### src/tpg_pkg.sv
/*
 Constants, field layout and carrier types of the 8-bit timer with PWM and
 comparator gate. Assumes one clock (hclk, 100 MHz) and an AHB-Lite register bus.
*/
// Contract
// - Control bits 3:1 pick comparator negative input
// - Control bit 0 picks comparator positive input
// - Select bit 7 forces result onto pin
// - Result direct or sampled on timer tick
// - Control bit 4 inverts comparator result
// - Result raises request, reads as bit 6
// - Select bits 5:4 range, 3:0 tap
// - Timer control bits 7:4 pick clock source
// - Timer control bits 3:2 route output pin
// - Selected timer pin forced regardless of direction
// - Scale bits 6:5 prescale by 1,4,16,64
// - Scale bits 4:0 scaler makes the tick
// - Eight-bit up counter, one step per tick
// - Count register writable and readable
// - Counter clears to zero at bound in period mode
// - Period mode and PWM mode exist
// - PWM resolution six or eight bits
// - Gate option stops PWM while result is 1
// - Period mode toggles, half duty
// - 8-bit PWM: period 256, high bound+1
// - 6-bit PWM: period 64, high bound+1
package tpg_pkg;
  // Register byte offsets
  localparam logic [7:0] OFS_CMP_CTRL = 8'h00;
  localparam logic [7:0] OFS_CMP_SEL = 8'h04;
  localparam logic [7:0] OFS_TMR_CTRL = 8'h08;
  localparam logic [7:0] OFS_TMR_SCALE = 8'h0c;
  localparam logic [7:0] OFS_TMR_COUNT = 8'h10;
  localparam logic [7:0] OFS_TMR_BOUND = 8'h14;
  localparam logic [7:0] OFS_STATUS = 8'h18;
  // Reset values
  localparam logic [7:0] RST_REG = 8'h00;
  // Comparator control fields
  localparam int CC_POS = 0;
  localparam int CC_NEG_LSB = 1;
  localparam int CC_INV = 4;
  localparam int CC_SAMPLE = 5;
  localparam int CC_RESULT = 6;
  localparam int CC_EN = 7;
  // Comparator select fields
  localparam int CS_TAP_LSB = 0;
  localparam int CS_RANGE_LSB = 4;
  localparam int CS_FORCE = 7;
  // Timer control fields
  localparam int TC_PWM = 1;
  localparam int TC_PIN_LSB = 2;
  localparam int TC_SRC_LSB = 4;
  // Timer scale fields
  localparam int TS_SCL_LSB = 0;
  localparam int TS_PRE_LSB = 5;
  localparam int TS_SIX = 7;
  // Status fields
  localparam int ST_TMR = 0;
  localparam int ST_CMP = 1;
  // Clock source codes
  localparam logic [3:0] SRC_STOP = 4'h0;
  localparam logic [3:0] SRC_SYS = 4'h1;
  localparam logic [3:0] SRC_FAST = 4'h2;
  localparam logic [3:0] SRC_SLOW = 4'h3;
  localparam logic [3:0] SRC_XTAL = 4'h4;
  localparam logic [3:0] SRC_CMP = 4'h5;
  localparam logic [3:0] SRC_LINE_A0 = 4'h6;
  localparam logic [3:0] SRC_LINE_B0 = 4'h7;
  localparam logic [3:0] SRC_LINE_A4 = 4'h8;
  // Synchronised inputs
  localparam int SY_FAST = 0;
  localparam int SY_SLOW = 1;
  localparam int SY_XTAL = 2;
  localparam int SY_LINE_A0 = 3;
  localparam int SY_LINE_B0 = 4;
  localparam int SY_LINE_A4 = 5;
  localparam int SY_CMP = 6;
  localparam int SYNC_W = 7;
  // Shared pins: forced comparator pin, then three timer pins
  localparam int PIN_W = 4;
  localparam int PIN_CMP = 0;
  // Prescaler terminal counts for divide by 1, 4, 16, 64
  localparam logic [5:0] PRE_MAX1 = 6'h00;
  localparam logic [5:0] PRE_MAX4 = 6'h03;
  localparam logic [5:0] PRE_MAX16 = 6'h0f;
  localparam logic [5:0] PRE_MAX64 = 6'h3f;

  typedef struct packed {
    logic enable;
    logic [2:0] neg_sel;
    logic pos_sel;
    logic [1:0] range;
    logic [3:0] tap;
  } tpg_cmp_ctrl_t;

  typedef struct packed {
    logic [PIN_W-1:0] out;
    logic [PIN_W-1:0] oe_n;
  } tpg_pins_t;
endpackage

### src/tpg_sync.sv
/*
 Two-flop synchroniser for the asynchronous clock sources, pins and the
 comparator. Assumes inputs may change at any time relative to hclk.
*/
`timescale 1ns/100ps
module tpg_sync (
  input wire logic hclk,
  input wire logic hresetn,
  input wire logic [tpg_pkg::SYNC_W-1:0] async_in,
  output logic [tpg_pkg::SYNC_W-1:0] sync_out
);
  typedef struct packed {
    logic [tpg_pkg::SYNC_W-1:0] s1;
    logic [tpg_pkg::SYNC_W-1:0] s2;
  } tpg_sync_state_t;

  tpg_sync_state_t s;
  tpg_sync_state_t next_s;

  always_comb begin
    next_s.s1 = async_in;
    next_s.s2 = s.s1;
  end

  always_ff @(posedge hclk or negedge hresetn) begin
    if (!hresetn) begin
      s <= '0;
    end else begin
      s <= next_s;
    end
  end

  assign sync_out = s.s2;
endmodule

### src/tpg_tick.sv
/*
 Prescaler and scaler cascade that turns source pulses into the timer tick.
 Assumes src_pulse is a one-cycle pulse per rising edge of the selected source.
*/
`timescale 1ns/100ps
module tpg_tick (
  input wire logic hclk,
  input wire logic hresetn,
  input wire logic src_pulse,
  input wire logic [1:0] pre_sel,
  input wire logic [4:0] scale,
  output logic tick
);
  typedef struct packed {
    logic [5:0] pre_cnt;
    logic [4:0] scl_cnt;
    logic tick;
  } tpg_tick_state_t;

  tpg_tick_state_t s;
  tpg_tick_state_t next_s;
  logic [5:0] pre_max;

  always_comb begin
    case (pre_sel)
      2'h0: pre_max = tpg_pkg::PRE_MAX1;
      2'h1: pre_max = tpg_pkg::PRE_MAX4;
      2'h2: pre_max = tpg_pkg::PRE_MAX16;
      default: pre_max = tpg_pkg::PRE_MAX64;
    endcase
    next_s = s;
    next_s.tick = 1'b0;
    if (src_pulse) begin
      if (s.pre_cnt >= pre_max) begin
        next_s.pre_cnt = 6'h00;
        if (s.scl_cnt >= scale) begin
          next_s.scl_cnt = 5'h00;
          next_s.tick = 1'b1;
        end else begin
          next_s.scl_cnt = s.scl_cnt + 5'h01;
        end
      end else begin
        next_s.pre_cnt = s.pre_cnt + 6'h01;
      end
    end
  end

  always_ff @(posedge hclk or negedge hresetn) begin
    if (!hresetn) begin
      s <= '0;
    end else begin
      s <= next_s;
    end
  end

  assign tick = s.tick;
endmodule

### src/tpg_timer.sv
/*
 Top of the 8-bit timer with period and PWM modes, comparator gating and the
 comparator's digital control. Assumes an AHB-Lite master on hclk, analog
 comparator and oscillators outside, and a port block that supplies its own
 pin drive which this block overrides when forcing.
*/
`timescale 1ns/100ps
module tpg_timer #(
  parameter bit GATE_EN = 1'b1
) (
  input wire logic hclk,
  input wire logic hresetn,
  input wire logic hsel,
  input wire logic [31:0] haddr,
  input wire logic [1:0] htrans,
  input wire logic hwrite,
  input wire logic [2:0] hsize,
  input wire logic [31:0] hwdata,
  input wire logic hready,
  output logic hreadyout,
  output logic [31:0] hrdata,
  output logic hresp,
  input wire logic fast_internal_osc,
  input wire logic slow_internal_osc,
  input wire logic crystal_osc,
  input wire logic port_a_line0,
  input wire logic port_b_line0,
  input wire logic port_a_line4,
  input wire logic cmp_raw,
  input wire tpg_pkg::tpg_pins_t port_drive,
  output tpg_pkg::tpg_pins_t pin_drive,
  output tpg_pkg::tpg_cmp_ctrl_t cmp_ctrl,
  output logic compare_gated_pwm,
  output logic timer_a_irq,
  output logic cmp_irq
);
  typedef struct packed {
    logic [7:0] cmp_ctl;
    logic [7:0] cmp_sel;
    logic [7:0] tmr_ctrl;
    logic [7:0] tmr_scale;
    logic [7:0] tmr_count;
    logic [7:0] tmr_bound;
    logic [1:0] status;
    logic cmp_held;
    logic cmp_prev;
    logic wave;
    logic [tpg_pkg::SYNC_W-1:0] src_prev;
    logic dp_write;
    logic [7:0] dp_addr;
    logic hreadyout;
    logic [31:0] hrdata;
    tpg_pkg::tpg_pins_t pins;
    tpg_pkg::tpg_cmp_ctrl_t cmp_out;
    logic gated;
    logic timer_irq;
    logic cmp_irq;
  } tpg_state_t;

  tpg_state_t s;
  tpg_state_t next_s;
  logic [tpg_pkg::SYNC_W-1:0] sync_in;
  logic [tpg_pkg::SYNC_W-1:0] sync_q;
  logic [tpg_pkg::SYNC_W-1:0] rise;
  logic src_pulse;
  logic tick;
  logic cmp_live;
  logic cmp_res;
  logic six_bit;
  logic pwm_mode;
  logic pwm_high;
  logic wave_now;
  logic [1:0] pin_sel;
  logic addr_ok;
  logic [7:0] wr;

  assign sync_in = {cmp_raw, port_a_line4, port_b_line0, port_a_line0,
                    crystal_osc, slow_internal_osc, fast_internal_osc};

  tpg_sync u_sync (
    .hclk(hclk),
    .hresetn(hresetn),
    .async_in(sync_in),
    .sync_out(sync_q)
  );

  tpg_tick u_tick (
    .hclk(hclk),
    .hresetn(hresetn),
    .src_pulse(src_pulse),
    .pre_sel(s.tmr_scale[tpg_pkg::TS_PRE_LSB +: 2]),
    .scale(s.tmr_scale[tpg_pkg::TS_SCL_LSB +: 5]),
    .tick(tick)
  );

  function automatic logic [7:0] read_reg(input logic [7:0] a, input tpg_state_t st,
                                          input logic res);
    logic [7:0] v;
    v = 8'h00;
    case (a)
      tpg_pkg::OFS_CMP_CTRL: begin
        v = st.cmp_ctl;
        v[tpg_pkg::CC_RESULT] = res;
      end
      tpg_pkg::OFS_CMP_SEL: v = st.cmp_sel;
      tpg_pkg::OFS_TMR_CTRL: v = st.tmr_ctrl;
      tpg_pkg::OFS_TMR_SCALE: v = st.tmr_scale;
      tpg_pkg::OFS_TMR_COUNT: v = st.tmr_count;
      tpg_pkg::OFS_TMR_BOUND: v = st.tmr_bound;
      tpg_pkg::OFS_STATUS: v = {6'h00, st.status};
      default: v = 8'h00;
    endcase
    return v;
  endfunction

  always_comb begin
    // Edge pulses of synchronised sources
    rise = sync_q & ~s.src_prev;
    // Comparator result path
    cmp_live = sync_q[tpg_pkg::SY_CMP] ^ s.cmp_ctl[tpg_pkg::CC_INV];
    cmp_res = s.cmp_ctl[tpg_pkg::CC_SAMPLE] ? s.cmp_held : cmp_live;
    // Clock source selection
    case (s.tmr_ctrl[tpg_pkg::TC_SRC_LSB +: 4])
      tpg_pkg::SRC_SYS: src_pulse = 1'b1;
      tpg_pkg::SRC_FAST: src_pulse = rise[tpg_pkg::SY_FAST];
      tpg_pkg::SRC_SLOW: src_pulse = rise[tpg_pkg::SY_SLOW];
      tpg_pkg::SRC_XTAL: src_pulse = rise[tpg_pkg::SY_XTAL];
      tpg_pkg::SRC_CMP: src_pulse = cmp_res & ~s.cmp_prev;
      tpg_pkg::SRC_LINE_A0: src_pulse = rise[tpg_pkg::SY_LINE_A0];
      tpg_pkg::SRC_LINE_B0: src_pulse = rise[tpg_pkg::SY_LINE_B0];
      tpg_pkg::SRC_LINE_A4: src_pulse = rise[tpg_pkg::SY_LINE_A4];
      default: src_pulse = 1'b0;
    endcase
    pwm_mode = s.tmr_ctrl[tpg_pkg::TC_PWM];
    six_bit = s.tmr_scale[tpg_pkg::TS_SIX];
    pin_sel = s.tmr_ctrl[tpg_pkg::TC_PIN_LSB +: 2];
    addr_ok = hsel & hready & htrans[1];
    wr = hwdata[7:0];

    next_s = s;
    next_s.src_prev = sync_q;
    next_s.cmp_prev = cmp_res;
    next_s.timer_irq = 1'b0;
    next_s.cmp_irq = 1'b0;
    next_s.hreadyout = 1'b1;

    if (tick && s.cmp_ctl[tpg_pkg::CC_SAMPLE]) begin
      next_s.cmp_held = cmp_live;
    end

    // Counter
    if (tick) begin
      if (pwm_mode) begin
        if (six_bit) begin
          next_s.tmr_count = {2'b00, s.tmr_count[5:0] + 6'h01};
        end else begin
          next_s.tmr_count = s.tmr_count + 8'h01;
        end
      end else if (s.tmr_count == s.tmr_bound) begin
        next_s.tmr_count = 8'h00;
        next_s.wave = ~s.wave;
        next_s.timer_irq = 1'b1;
      end else begin
        next_s.tmr_count = s.tmr_count + 8'h01;
      end
    end

    // PWM level from the counter value after this step
    if (six_bit) begin
      pwm_high = next_s.tmr_count[5:0] <= s.tmr_bound[5:0];
    end else begin
      pwm_high = next_s.tmr_count <= s.tmr_bound;
    end
    if (pwm_mode) begin
      next_s.wave = pwm_high;
      wave_now = pwm_high & ~(GATE_EN & cmp_res);
    end else begin
      wave_now = next_s.wave;
    end
    next_s.gated = wave_now;

    // Comparator request on rising result
    if (cmp_res && !s.cmp_prev) begin
      next_s.cmp_irq = 1'b1;
    end

    // Bus data phase writes
    if (s.dp_write) begin
      case (s.dp_addr)
        tpg_pkg::OFS_CMP_CTRL: next_s.cmp_ctl = wr;
        tpg_pkg::OFS_CMP_SEL: next_s.cmp_sel = wr;
        tpg_pkg::OFS_TMR_CTRL: next_s.tmr_ctrl = wr;
        tpg_pkg::OFS_TMR_SCALE: next_s.tmr_scale = wr;
        tpg_pkg::OFS_TMR_COUNT: next_s.tmr_count = wr;
        tpg_pkg::OFS_TMR_BOUND: next_s.tmr_bound = wr;
        tpg_pkg::OFS_STATUS: next_s.status = s.status & ~wr[1:0];
        default: next_s.status = next_s.status;
      endcase
    end
    // Hardware set wins over a clear in the same cycle
    if (next_s.timer_irq) begin
      next_s.status[tpg_pkg::ST_TMR] = 1'b1;
    end
    if (next_s.cmp_irq) begin
      next_s.status[tpg_pkg::ST_CMP] = 1'b1;
    end

    // Bus address phase
    next_s.dp_write = addr_ok & hwrite;
    next_s.dp_addr = haddr[7:0];
    if (addr_ok && !hwrite) begin
      next_s.hrdata = {24'h000000, read_reg(haddr[7:0], s, cmp_res)};
    end

    // Comparator analog controls
    next_s.cmp_out.enable = s.cmp_ctl[tpg_pkg::CC_EN];
    next_s.cmp_out.neg_sel = s.cmp_ctl[tpg_pkg::CC_NEG_LSB +: 3];
    next_s.cmp_out.pos_sel = s.cmp_ctl[tpg_pkg::CC_POS];
    next_s.cmp_out.range = s.cmp_sel[tpg_pkg::CS_RANGE_LSB +: 2];
    next_s.cmp_out.tap = s.cmp_sel[tpg_pkg::CS_TAP_LSB +: 4];

    // Pin overrides
    next_s.pins = port_drive;
    if (s.cmp_sel[tpg_pkg::CS_FORCE]) begin
      next_s.pins.out[tpg_pkg::PIN_CMP] = cmp_res;
      next_s.pins.oe_n[tpg_pkg::PIN_CMP] = 1'b0;
    end
    if (pin_sel != 2'b00) begin
      next_s.pins.out[pin_sel] = wave_now;
      next_s.pins.oe_n[pin_sel] = 1'b0;
    end
  end

  always_ff @(posedge hclk or negedge hresetn) begin
    if (!hresetn) begin
      s <= '0;
      s.cmp_ctl <= tpg_pkg::RST_REG;
      s.cmp_sel <= tpg_pkg::RST_REG;
      s.tmr_ctrl <= tpg_pkg::RST_REG;
      s.tmr_scale <= tpg_pkg::RST_REG;
      s.tmr_count <= tpg_pkg::RST_REG;
      s.tmr_bound <= tpg_pkg::RST_REG;
      s.pins.oe_n <= '1;
    end else begin
      s <= next_s;
    end
  end

  assign hreadyout = s.hreadyout;
  assign hrdata = s.hrdata;
  assign hresp = 1'b0;
  assign pin_drive = s.pins;
  assign cmp_ctrl = s.cmp_out;
  assign compare_gated_pwm = s.gated;
  assign timer_a_irq = s.timer_irq;
  assign cmp_irq = s.cmp_irq;
endmodule

### config.mk
export PLATFORM = sky130hd
export DESIGN_NAME = tpg_timer
export DESIGN_NICKNAME = d
export VERILOG_FILES = /design/src/tpg_pkg.sv /design/src/tpg_sync.sv /design/src/tpg_tick.sv /design/src/tpg_timer.sv
export SDC_FILE = /design/constraint.sdc
export NUM_CORES = 1
export LEC_CHECK = 0
export BUFFER_PORTS_ARGS = -buffer_cell sky130_fd_sc_hd__buf_4
export CAP_MARGIN = 20
export CORE_MARGIN = 1.5
export CORE_UTILIZATION = 30
export CTS_CLUSTER_DIAMETER = 40
export DETAILED_ROUTE_END_ITERATION = 8
export PLACE_DENSITY = 0.49
export SYNTH_ARGS = -nofsm -noshare
export SYNTH_HDL_FRONTEND = slang
export SYNTH_SLANG_ARGS = --single-unit
### constraint.sdc
create_clock -name hclk -period 6.1 [get_ports hclk]
set_input_delay 0.61 -clock hclk [delete_from_list [all_inputs] [get_ports hclk]]
set_output_delay 0.61 -clock hclk [all_outputs]
set_load 0.05 [all_outputs]
# Word-level counts from Yosys, hierarchy flattened
# Cells that the tools add are included.
# Widths: inputs -> output; s select.
[word_totals] reg_bits=125 word_cells=135
[classes] n_addsub=4 magnitude_cmp=6 n_eq_ne=23 muxes=34 n_bitwise=15 reduce_logical=22
[op_table] op="$mux 8" count=7
[op_table] op="$pmux 8 s7" count=1
[op_table] op="$eq 8x5->1 const B" count=6
[op_table] op="$eq 8x4->1 const B" count=4
[op_table] op="$mux 1" count=18
[op_table] op="$mux 18" count=1
[op_table] op="$pmux 6 s3" count=1
[op_table] op="$eq 4x3->1 const B" count=4
[op_table] op="$eq 8x3->1 const B" count=2
[op_table] op="$logic_not 8->1" count=2
[op_table] op="$reduce_and 2->1" count=8
[op_table] op="$add 6x1->6 const B" count=2
[op_table] op="$reduce_bool 2->1" count=5
[op_table] op="$add 8x1->8 const B" count=1
[op_table] op="$eq 4x2->1 const B" count=2
[op_table] op="$eq 8x8->1" count=1
[op_table] op="$le 8x8->1" count=1
[op_table] op="$pmux 1 s8" count=1
[op_table] op="$and 6x6->6" count=1
[op_table] op="$ge 6x6->1" count=1
[op_table] op="$le 6x6->1" count=1
[op_table] op="$mux 6" count=1
[op_table] op="$not 6->6" count=1
[op_table] op="$add 5x1->5 const B" count=1
[op_table] op="21 further kinds" count=31

# Logic depth before layout (Yosys ltp)
[depth] depth_word=10 mapped_depth=12 ltp_nobuf=12

# By module
# From an unflattened synthesis, not the netlist that was laid out.
[unflattened] hier_cells=527 hier_area_um2=6149.6
[by_module_without_submodules] mod="tpg_timer" n_inst=1 cells_per_inst=421 area_per_inst_um2=4948.5 seq_area_each_um2=2457.4
[by_module_without_submodules] mod="tpg_tick" n_inst=1 cells_per_inst=92 area_per_inst_um2=850.8 seq_area_each_um2=300.3
[by_module_without_submodules] mod="tpg_sync" n_inst=1 cells_per_inst=14 area_per_inst_um2=350.3 seq_area_each_um2=350.3

# Worst setup path before layout
# Ideal clock, no wire load.
[synth_path] kind="reg2reg" from="register s[88] (netlist bit)" to="register s, in the netlist pin_drive[7]" setup_ns=0.089 arrival_ns=2.342 setup_slack_ns=3.669 path_stages_with_launch=12 path_buffers=0 cell_sequence="dfrtp_1 -> xnor2_1 -> nand4_1 -> nor3_1 -> o21a_1 -> nor2_1 -> ha_1 -> a21oi_1 -> o22ai_1 -> o21ai_0 -> nand3_1 -> a41oi_1"
[synth_rtl] element="start: declaration" line="tpg_timer.sv:60" source="tpg_state_t s;"
[synth_rtl] element="start signal: assignment" line="tpg_timer.sv:245" source="s <= next_s;"

==> metrics.yaml <==
outcome: "finished clean"
ir_worst_vdd_mv: 0.199
regArea_sq_mm: 0.00311
cts_root_buf: "clkbuf_16"
vias: 4166
fin_ws_ns: 3.16
initial_utilization: 0.306
dieWidth_um: 147
slew_violations: 0
detail-route-antenna-nets: 0
power_uw: 2480
clockBufferDepth: 2
antenna_found_initial: 0
cts_num_sinks: 124
power_density_mw_per_mm2: 339
fin_crit_sh: 0.482
dp_hpwl_mm: 10.4
worst_pin_slew_ns: 1.01
clk_pin_slew_worst_paths_ns: 0.06
die-area_sq_mm: 0.0216
required_ns: 6.42
synth.top_cell.area_share: 0.483
final.setup.tns_ns: 0
critPathMaxFanout: 6
nFillCells: 2070
synthTopCellsByArea: "dfrtp_1 (48%), mux2_2 (8.3%), buf_4 (6.3%), ha_1 (4.4%), o21ai_0 (2.2%)"
setup-violations-final: 0
fmax_mhz: 340
multi_input_area_sq_mm: 0.00263
ys_ff_latch: 124
die_height_um: 147
synth_top_flop_cell: "dfrtp_1"
wirelength_mm: 14.5
htree_levels: 4
drive_gt1_frac: 0.281
hold_violations: 0
synthDistinctLibCells: 69
postCtsSetupRepairBufs: 0
cts_buffers: 17
diodes: 0
yosys-top-cells-count: "dfrtp_1 (120), buf_4 (52), mux2_2 (46)"
r2r_cells: 10
drt-pass1-iter-count: 4
final_cells: 883
rows: 52
grt_pass1_wl_mm: 23.3
portBuffers: 67
maxSlewHeadroom: 0.323
netlist_instances: 554
holdCritPathClass: "input port to asynchronous set/reset pin"
fin_skew_ns: 0.0125
path_cells: "xnor2_1, nand4_1, nor4_4, nor2_1, ha_1, a21oi_1, o21ai_0, o21ai_0, nand3_1, a41oi_1"
grt_pass1_vias: 4275
critPathCaptureType: "flip-flop"
synthArstFlopShare: 1.00
rsz0062_at_grt: "no"
slowest_stage: "dfrtp_1"
yosysMostFrequentCell: "dfrtp_1"
nNetsFinal: 711
cts_resized: 0
cap_viol_max_count: 0
ios: 145
p_leak_uw: 0.00335
drt_iter0_drc: 238
grt_usage: 0.141
crit_path_start_kind: "flip-flop"
dp_slack_ns: 3.12
core_sq_mm: 0.0203
crit_top_cell: "o21ai_0"
clk_latency_ns: 0.42
route.detailed.drc: 0
syn_area_per_cell_sq_um: 11.2
hold_buffers: 0
overflow: 0
yosysWarnings: 0
grt_max_degree: 72
viasPerCell: 4.72
whs_ns: 0.302
max_stage_delay_ns: 0.48
post-place-cells: 851
arrival_ns: 3.26
wire_per_inst_um: 16.4
yosys.area.top_type: "dfrtp_1"
critical_path_class: "flip-flop to flip-flop"
gp_congestion: 0.833
synth-edff-count: 0
min_period_ns: 2.94
area_delta_synth_final_pct: 17.8
ys_seq_area_frac: 0.500
synthesis.area_sq_mm: 0.00622
cts_tree: "yes"
==> registers in the layout, summed over array words and instances, names as in the netlist, 2 cells and up <==
name             count
s                   53
cmp_ctrl            11
next_s              11
u_tick.s            11
hrdata               8
pin_drive            8
u_sync.next_s        7
u_sync.sync_out      7
pin_sel              2
==> through the flow <==
step,util,instance area [sq um]
after floorplan,-,6310
after global placement,0.330,6700
after detailed placement,0.330,6700
after CTS,0.361,7330
after global routing,0.361,7330
final,0.361,7330
==> cell usage in the layout (no fill, tap or decap), types with 9 or more instances in the layout <==
master / instances
nand2_1: 25
conb_1: 26
mux2_2: 46
clkbuf_16: 17
xnor2_1: 11
a31oi_1: 12
buf_4: 68
a21oi_1: 12
a22oi_1: 11
nand3_1: 21
ha_1: 22
nor2_1: 28
mux2i_1: 9
dfrtp_1: 120
o21ai_0: 27
inv_1: 28
==> per-layer routing <==
metal,routed length (um),track usage
met5,0,0
met4,174,0.0405
met2,6860,0.225
met3,788,0.0429
met1,6630,0.186
==> worst max-delay path, delay by kind of cell, from the launching register on <==
kind                       cells  cell delay [ns]
adders and majority gates      1             0.33
DFF                            1             0.48
AOI/OAI and AO/OA              4             0.79
xor gates and xnor gates       1             0.19
and+or+nand+nor                4             1.04
==> area by class of cell <==
type	count	area share
flip-flops and latches	124	0.424
multi-input cells	360	0.359
repair buffers	68	0.0696
clock buffers	19	0.0604
well taps	270	0.0461
clock inverters	13	0.0258
inverters	29	0.0148
==> kinds of logic (layout without fill, tap and decap cells) <==
kind of cell,Yosys count,in the layout,synth area share
AND/OR/NAND/NOR,133,133,0.122
flip-flops,124,124,0.500
AO/OA/AOI/OAI,108,108,0.120
buffers and inverters,94,129,0.0915
multiplexers,57,57,0.102
adder cells (fa/ha/maj),22,22,0.0442
XOR/XNOR,14,14,0.0197
other,2,26,0.00121
==> path summary, 6_finish.rpt <==
check	startpoint	to	slack [ns]
max	s[85]	pin_drive[7]	3.16
min	hresetn	cmp_ctrl[0]	0.30
max reg2reg	s[85]	pin_drive[7]	3.16
min reg2reg	u_sync.next_s[0]	u_sync.sync_out[0]	0.35
max in group asynchronous	hresetn	s[114]	4.57
min in group hclk	port_b_line0	u_sync.next_s[4]	0.30
==> where the power goes <==
group | leakage (uW) | internal [uW] | switching (uW)
registers | 0.00157 | 886 | 74.7
logic | 0.00147 | 182 | 265
clock network | 0.000304 | 697 | 376
total | 0.00335 | 1770 | 716
No activity file was read; power rests on OpenSTA's default activity.
